## config.mk

```make
export PLATFORM = sky130hd
export DESIGN_NAME = sasi_status_irq
export DESIGN_NICKNAME = d
export VERILOG_FILES = /design/src/rtl/sasi_pkg.sv /design/src/rtl/sasi_status_irq.sv
export SDC_FILE = /design/constraint.sdc
export NUM_CORES = 1
export LEC_CHECK = 0
export BUFFER_PORTS_ARGS = -buffer_cell sky130_fd_sc_hd__buf_2
export CAP_MARGIN = 40
export CORE_UTILIZATION = 30
export DETAILED_ROUTE_END_ITERATION = 10
export PLACE_DENSITY = 0.6
export SLEW_MARGIN = 5
export SYNTH_ARGS = -nofsm -noshare
export SYNTH_HDL_FRONTEND = slang
export SYNTH_SLANG_ARGS = --single-unit
```

## constraint.sdc

```tcl
create_clock -name clock_in -period 2.6 [get_ports clock_in]
set_input_delay 0.13 -clock clock_in [delete_from_list [all_inputs] [get_ports clock_in]]
set_output_delay 0.13 -clock clock_in [all_outputs]
set_load 0.02 [all_outputs]
```

## src/rtl/sasi_pkg.sv

```systemverilog
// package: register map, field positions and reset values of the status/irq block
package sasi_pkg;
  // ****************************************
  // register offsets (byte addresses)
  // ****************************************
  localparam logic [7:0] SASI_OFS_CTRL        = 8'h00;
  localparam logic [7:0] SASI_OFS_CONFIG      = 8'h04;
  localparam logic [7:0] SASI_OFS_CH_EN_UPPER = 8'h08;
  localparam logic [7:0] SASI_OFS_CH_EN_LOWER = 8'h0c;
  localparam logic [7:0] SASI_OFS_STATUS      = 8'h10;
  localparam logic [7:0] SASI_OFS_IRQ_SET     = 8'h14;
  localparam logic [7:0] SASI_OFS_IRQ_CLR     = 8'h18;
  localparam logic [7:0] SASI_OFS_IRQ_MASK    = 8'h1c;
  localparam logic [7:0] SASI_OFS_FLAG_CLEAR  = 8'h20;
  // ****************************************
  // status field positions
  // ****************************************
  localparam int SASI_BIT_EXP     = 0;
  localparam int SASI_BIT_CAS     = 1;
  localparam int SASI_BIT_CAU     = 2;
  localparam int SASI_BIT_UNLOCK_PORT_READ  = 3;
  localparam int SASI_BIT_UNLOCK_KEY_ERROR   = 4;
  localparam int SASI_BIT_UNLOCK_WHILE_ERROR    = 5;
  localparam int SASI_BIT_MBERR   = 6;
  localparam int SASI_BIT_REMAP_ADDRESS_ERROR  = 7;
  localparam int SASI_BIT_ENABLED = 8;
  localparam int SASI_BIT_SETUP   = 9;
  localparam int SASI_BIT_IDLE    = 10;
  localparam int SASI_NUM_EVENTS  = 8;
  // ****************************************
  // reset values and remap page check
  // ****************************************
  localparam logic [31:0] SASI_RST_CH_EN  = 32'h0000_0000;
  localparam logic [31:0] SASI_RST_STATUS = 32'h0000_0400;
  localparam logic [7:0]  SASI_RST_MASK   = 8'h00;
  localparam logic [13:0] SASI_REMAP_PAGE = 14'h3fff;
endpackage : sasi_pkg

```

## src/rtl/sasi_status_irq.sv

```systemverilog
// status flags, channel enables and interrupt mask of the secure access unit
`timescale 1ns/1ps
`default_nettype none

module sasi_status_irq #(
  parameter int NUM_CHANNELS = 64
) (
  // clock and reset
  input  wire logic        clock_in,
  input  wire logic        srst_in,
  // register port
  input  wire logic        reg_wr_in,
  input  wire logic        reg_rd_in,
  input  wire logic [7:0]  reg_addr_in,
  input  wire logic [31:0] reg_wdata_in,
  output logic      [31:0] reg_rdata_out,
  // unit state from the core
  input  wire logic        unit_enabled_in,
  input  wire logic        setup_mode_in,
  input  wire logic        chan_op_start_in,
  input  wire logic        chan_op_done_in,
  input  wire logic        bus_ops_pending_in,
  // event sources from the core
  input  wire logic        remap_target_wr_in,
  input  wire logic [31:0] remap_target_data_in,
  input  wire logic        master_bus_error_in,
  input  wire logic        unlock_port_wr_in,
  input  wire logic        unlock_key_match_in,
  input  wire logic        unlock_port_rd_in,
  input  wire logic        chan_access_in,
  input  wire logic [5:0]  chan_access_num_in,
  input  wire logic        chan_unlocked_in,
  input  wire logic        unlock_timeout_in,
  // outputs
  output logic [63:0]      channel_enable_out,
  output logic             chan_access_allowed_out,
  output logic             unlock_aborted_out,
  output logic             irq_out
);
  import sasi_pkg::*;

  // ****************************************
  // elaboration check
  // ****************************************
  // the access number is six bits wide: more channels could not be told apart
  generate
    if (NUM_CHANNELS < 1 || NUM_CHANNELS > 64) begin : g_bad_channels
      $error("NUM_CHANNELS must lie in 1..64");
    end
  endgenerate

  // ****************************************
  // state and internal signals
  // ****************************************
  // channel enables
  logic [31:0] ch_en_lower_reg;
  logic [31:0] ch_en_lower_next;
  logic [31:0] ch_en_upper_reg;
  logic [31:0] ch_en_upper_next;
  // event flags and interrupt mask
  logic [7:0]  events_reg;
  logic [7:0]  events_next;
  logic [7:0]  mask_reg;
  logic [7:0]  mask_next;
  // unit levels and idle tracking
  logic        enabled_reg;
  logic        enabled_next;
  logic        setup_reg;
  logic        setup_next;
  logic        idle_reg;
  logic        idle_next;
  logic        busy_reg;
  logic        busy_next;
  // read path
  logic [31:0] rdata_next;
  // write decode and event helpers
  logic        wr_ch_en_lower;
  logic        wr_ch_en_upper;
  logic        wr_irq_set;
  logic        wr_irq_clr;
  logic        wr_flag_clear;
  logic [7:0]  ev_set;
  logic [7:0]  ev_clr;
  logic [63:0] ch_en_all;
  logic        chan_enabled;
  logic        chan_granted;
  logic        any_error;

  // ****************************************
  // write decode
  // ****************************************
  // writes to read-only or unmapped offsets fall through and are dropped
  always_comb begin
    wr_ch_en_lower = 1'b0;
    wr_ch_en_upper = 1'b0;
    wr_irq_set     = 1'b0;
    wr_irq_clr     = 1'b0;
    wr_flag_clear  = 1'b0;
    if (reg_wr_in && reg_addr_in == SASI_OFS_CH_EN_LOWER) begin
      wr_ch_en_lower = 1'b1;
    end else if (reg_wr_in && reg_addr_in == SASI_OFS_CH_EN_UPPER) begin
      wr_ch_en_upper = 1'b1;
    end else if (reg_wr_in && reg_addr_in == SASI_OFS_IRQ_SET) begin
      wr_irq_set = 1'b1;
    end else if (reg_wr_in && reg_addr_in == SASI_OFS_IRQ_CLR) begin
      wr_irq_clr = 1'b1;
    end else if (reg_wr_in && reg_addr_in == SASI_OFS_FLAG_CLEAR) begin
      wr_flag_clear = 1'b1;
    end
  end

  // ****************************************
  // channel enables
  // ****************************************
  always_comb begin
    ch_en_lower_next = ch_en_lower_reg;
    ch_en_upper_next = ch_en_upper_reg;
    if (wr_ch_en_lower) begin
      ch_en_lower_next = reg_wdata_in;
    end
    if (wr_ch_en_upper) begin
      ch_en_upper_next = reg_wdata_in;
    end
  end

  always_ff @(posedge clock_in) begin
    if (srst_in) begin
      ch_en_lower_reg <= SASI_RST_CH_EN;
      ch_en_upper_reg <= SASI_RST_CH_EN;
    end else begin
      ch_en_lower_reg <= ch_en_lower_next;
      ch_en_upper_reg <= ch_en_upper_next;
    end
  end

  assign ch_en_all = {ch_en_upper_reg, ch_en_lower_reg};

  // bits of absent channels read back but gate nothing
  genvar ch;
  generate
    for (ch = 0; ch < 64; ch++) begin : g_chan
      if (ch < NUM_CHANNELS) begin : g_present
        assign channel_enable_out[ch] = ch_en_all[ch];
      end else begin : g_absent
        assign channel_enable_out[ch] = 1'b0;
      end
    end
  endgenerate

  assign chan_enabled            = channel_enable_out[chan_access_num_in];
  assign chan_granted            = chan_enabled && chan_unlocked_in;
  assign chan_access_allowed_out = chan_granted;

  // ****************************************
  // event flags
  // ****************************************
  // error bits are every event except the three channel-outcome flags
  assign any_error          = |events_reg[SASI_BIT_REMAP_ADDRESS_ERROR:SASI_BIT_UNLOCK_PORT_READ];
  assign unlock_aborted_out = unlock_port_wr_in && any_error;

  always_comb begin
    ev_set = 8'h00;
    ev_set[SASI_BIT_REMAP_ADDRESS_ERROR] = setup_mode_in && remap_target_wr_in &&
                              (remap_target_data_in[31:18] != SASI_REMAP_PAGE);
    ev_set[SASI_BIT_MBERR]  = master_bus_error_in;
    ev_set[SASI_BIT_UNLOCK_WHILE_ERROR]   = unlock_port_wr_in && any_error;
    // an aborted unlock never checks the key
    ev_set[SASI_BIT_UNLOCK_KEY_ERROR]  = unlock_port_wr_in && !any_error && !unlock_key_match_in;
    ev_set[SASI_BIT_UNLOCK_PORT_READ] = unlock_port_rd_in;
    ev_set[SASI_BIT_CAU]    = chan_access_in && !chan_granted;
    ev_set[SASI_BIT_CAS]    = chan_access_in && chan_granted;
    // timeout only counts when no access ended the unlock in the same cycle
    ev_set[SASI_BIT_EXP]    = unlock_timeout_in && !chan_access_in;
    ev_clr = wr_flag_clear ? reg_wdata_in[SASI_NUM_EVENTS-1:0] : 8'h00;
    // a new event beats a clear in the same cycle, so no event is ever lost
    events_next = (events_reg & ~ev_clr) | ev_set;
  end

  always_ff @(posedge clock_in) begin
    if (srst_in) begin
      events_reg <= SASI_RST_STATUS[SASI_NUM_EVENTS-1:0];
    end else begin
      events_reg <= events_next;
    end
  end

  // ****************************************
  // interrupt mask and request
  // ****************************************
  always_comb begin
    mask_next = mask_reg;
    if (wr_irq_set) begin
      mask_next = mask_reg | reg_wdata_in[7:0];
    end else if (wr_irq_clr) begin
      mask_next = mask_reg & ~reg_wdata_in[7:0];
    end
  end

  always_ff @(posedge clock_in) begin
    if (srst_in) begin
      mask_reg <= SASI_RST_MASK;
    end else begin
      mask_reg <= mask_next;
    end
  end

  // level request: drops with the flag clear or the mask clear, no latch of its own
  assign irq_out = |(events_reg & mask_reg);

  // ****************************************
  // unit levels
  // ****************************************
  // these trail the core's levels by one cycle
  always_comb begin
    enabled_next = unit_enabled_in;
    setup_next   = setup_mode_in;
  end

  always_ff @(posedge clock_in) begin
    if (srst_in) begin
      enabled_reg <= SASI_RST_STATUS[SASI_BIT_ENABLED];
      setup_reg   <= SASI_RST_STATUS[SASI_BIT_SETUP];
    end else begin
      enabled_reg <= enabled_next;
      setup_reg   <= setup_next;
    end
  end

  // ****************************************
  // idle tracking
  // ****************************************
  always_comb begin
    busy_next = busy_reg;
    if (chan_op_start_in) begin
      busy_next = 1'b1;
    end else if (chan_op_done_in) begin
      busy_next = 1'b0;
    end
    // idle falls in the start cycle's edge, rises only with nothing pending
    idle_next = !chan_op_start_in && !busy_next && !bus_ops_pending_in;
  end

  always_ff @(posedge clock_in) begin
    if (srst_in) begin
      idle_reg <= SASI_RST_STATUS[SASI_BIT_IDLE];
      busy_reg <= 1'b0;
    end else begin
      idle_reg <= idle_next;
      busy_reg <= busy_next;
    end
  end

  // ****************************************
  // read data
  // ****************************************
  // read data holds between reads so a slow master may sample it late
  always_comb begin
    rdata_next = reg_rdata_out;
    if (reg_rd_in) begin
      rdata_next = 32'h0000_0000;
      if (reg_addr_in == SASI_OFS_CH_EN_LOWER) begin
        rdata_next = ch_en_lower_reg;
      end else if (reg_addr_in == SASI_OFS_CH_EN_UPPER) begin
        rdata_next = ch_en_upper_reg;
      end else if (reg_addr_in == SASI_OFS_STATUS) begin
        rdata_next[SASI_NUM_EVENTS-1:0] = events_reg;
        rdata_next[SASI_BIT_ENABLED]    = enabled_reg;
        rdata_next[SASI_BIT_SETUP]      = setup_reg;
        rdata_next[SASI_BIT_IDLE]       = idle_reg;
      end else if (reg_addr_in == SASI_OFS_IRQ_MASK) begin
        rdata_next[7:0] = mask_reg;
      end
    end
  end

  always_ff @(posedge clock_in) begin
    if (srst_in) begin
      reg_rdata_out <= 32'h0000_0000;
    end else begin
      reg_rdata_out <= rdata_next;
    end
  end

endmodule : sasi_status_irq
`default_nettype wire

```

==> flow_summary.json <==
{
  "run_status": "finished, final reports clean",
  "design.final.nets": 900,
  "detailedPlacementHpwl_um": 12200,
  "total_power_uw": 4480,
  "power.ir.vdd_worst_uv": 465,
  "antenna_found_initial": 0,
  "max_cap_violations": 0,
  "relSlewSlack_pct": 63.6,
  "die_area_um2": 17700,
  "fin_tns_setup_ps": 0,
  "synth-main-ff-cell": "dfxtp_1",
  "fraction_of_layout_instances_using_a_drive_strength_above_1_pct": 29.3,
  "design.portCount": 194,
  "path_clk_slew_ps": 50,
  "maxClockFrequency_mhz": 450,
  "place.detailed.instances": 970,
  "drtIter0Drc": 376,
  "worst_ep_required_time_ps": 2470,
  "clock-root-buffer": "clkbuf_16",
  "synth_area_um2": 5160,
  "synth_top_cells_by_area": "dfxtp_1, nand2_1, a21oi_1",
  "crit_type": "reg -> out",
  "post_synth.cell_area_avg_um2": 8.50,
  "drt-vias-per-instance": 4.95,
  "io_buffer_count": 175,
  "start_util_pct": 30.9,
  "synth_async_sr_flop_share_pct": 0,
  "pin_count_of_the_biggest_net_entering_global_routing": 49,
  "final_hold_viol_count": 0,
  "cts_max_path_buffers": 2,
  "post_synthesis_cell_type_count": 38,
  "via_total_after_detailed_routing": 5139,
  "leakage_uw": 0.00290,
  "globalplace.congestion": 0.811,
  "critical_path_peak_fanout": 4,
  "share_of_synthesized_area_occupied_by_flip_flops_and_latches_pct": 45.0,
  "via_count_of_the_first_global_routing_pass": 4713,
  "core_area_um2": 16700,
  "worst_path_max_delay_cell": "mux4_2",
  "grt_setup_unrepaired": "no",
  "met2RoutedLength_um": 7720,
  "cell_type_with_the_largest_total_area_after_synthesis": "dfxtp_1",
  "number_of_antenna_violating_nets_in_the_routed_design": 0,
  "synth-edff-count": 0,
  "area_delta_synth_final_pct": 38.9,
  "grt.total_usage_pct": 19.4,
  "arrival_ps": 2090,
  "period_share_pct": 85.6,
  "layout.cell_area.non_filler_um2": 7160,
  "postSynthRegisterBits": 116,
  "detail_route.drc_violations": 0,
  "max_slew.worst_pin.slew_ps": 542,
  "die_width_um": 133,
  "holdCritPathClass": "in -> reg",
  "n_antenna_cell": 0,
  "report.final.setup_viol": 0,
  "final-max-slew-violation-count": 0,
  "drt-wirelength-per-cell_um": 16.2,
  "skew_ps": 8.02,
  "insertion_delay_ps": 420,
  "synth.most_common_cell": "nand2_1",
  "tritoncts": "yes",
  "cp-end-kind": "output port",
  "critical_path.startpoint_type": "register",
  "slowest_delay_ps": 460,
  "powerDensity_nw_per_um2": 625,
  "numClockSinks": 116,
  "synth.top_cell.area_share_pct": 45.0,
  "dpl-instance-area_um2": 6210,
  "rows": 47,
  "wirelength_um": 16800,
  "fp.dieH_um": 133,
  "grt_overflow_total": 0,
  "r2r_slack_ps": 770,
  "yosys_warnings": 0,
  "synth.top_cells.by_count": "nand2_1, dfxtp_1, a21oi_1",
  "finalNonFillerCells": 1038,
  "drtPass1Iterations": 5,
  "syn_nets": 702,
  "synthesis.instances": 607,
  "post-cts-setup-buffer-count": 0,
  "top_layer": "met4",
  "critical_path.cell_chain": "mux4_2 -> mux2i_1 -> a221oi_1 -> a22o_1 -> buf_2",
  "routed-wl-met3_um": 1180,
  "fin_crit_ps": 2220,
  "fill_cells": 1704,
  "grt_pass1_wl_um": 26200,
  "m1_wire_length_um": 7700,
  "cts_inserted_buffers": 17,
  "cts-htree-levels": 4
}
## layout by cell type, fill, tap and decap left out, types with 2 or more instances in the layout
cell,instances
nand4_1,4
clkbuf_1,2
a32oi_1,2
a311oi_1,3
a22oi_1,30
dfxtp_1,116
a21o_1,6
or4_1,3
clkbuf_16,17
o21ai_0,14
clkinv_2,5
mux4_2,16
nor2_1,36
inv_1,12
buf_4,15
bufinv_16,2
a21oi_1,86
a211oi_1,23
buf_2,174
clkbuf_8,4
nor4_4,2
mux2i_1,8
nand3_1,3
nand2b_1,8
nand2_1,156
nor2b_1,7
dlygate4sd3_1,36
and2_1,3
and3_1,2
a222oi_1,6
a221oi_1,4
## through the flow
stage	setup WS, ps	utilization, %	hold WS [ps]
after floorplan	545	-	222
after global routing	221	42.9	3.84
after detailed placement	391	37.2	324
final	375	42.9	15.3
after CTS	273	42.9	1.90
after global placement	393	37.2	309
## logic make-up after synthesis
group / Yosys count / synth area share, %
AND/OR/NAND/NOR: 231 / 19.8
AO/OA/AOI/OAI: 177 / 21.5
flip-flops: 116 / 45.0
buffers and inverters: 59 / 5.19
multiplexers: 24 / 8.54
## timing repair
item | CTS | global route
endpoints found under the setup margin | 0 | 0
resized for setup | 0 | 0
endpoints found under the hold margin | 60 | 0
hold buffers | 36 | 0
## cell type report
type	count	area, µm²	area share, %
Multi-Input combinational cell	432	2570	35.8
Sequential cell	116	2320	32.4
Timing Repair Buffer	226	1360	19.0
Clock buffer	23	488	6.81
Tap cell	220	275	3.84
Clock inverter	9	101	1.41
Inverter	12	45.0	0.629
## power breakdown
part,internal [µW],leakage [µW],switching [µW]
Sequential,1810,0.000942,23.1
Clock,1500,0.000293,803
Combinational,148,0.00166,188
Total,3460,0.00290,1010
## final timing paths
| path | start | endpoint | cells after the start |
|---|---|---|---|
| worst max-delay path | ch_en_upper_reg[10]$_SDFFE_PP0P_ | chan_access_allowed_out | 5 |
| worst min-delay path | reg_wdata_in[6] | ch_en_lower_reg[6]$_SDFFE_PP0P_ | 3 |
| worst max register to register | ch_en_upper_reg[10]$_SDFFE_PP0P_ | events_reg[1]$_SDFF_PP0_ | 5 |
| worst min register to register | reg_rdata_out[6]$_SDFFE_PP0P_ | reg_rdata_out[6]$_SDFFE_PP0P_ | 2 |
## layer usage
layer / vias up / global-route usage, %
li1: 2561 / -
met1: 2369 / 26.2
met2: 192 / 30.3
met3: 17 / 5.06
met4: 0 / 6.31
met5: - / 0
## worst max-delay path: cells and delay by family, from the launching register on
kind            cells  cell delay [ps]
buf+inv             1              190
mux                 2              720
compound gates      2              420
flops               1              350
Power figures use the tool's default switching activity.
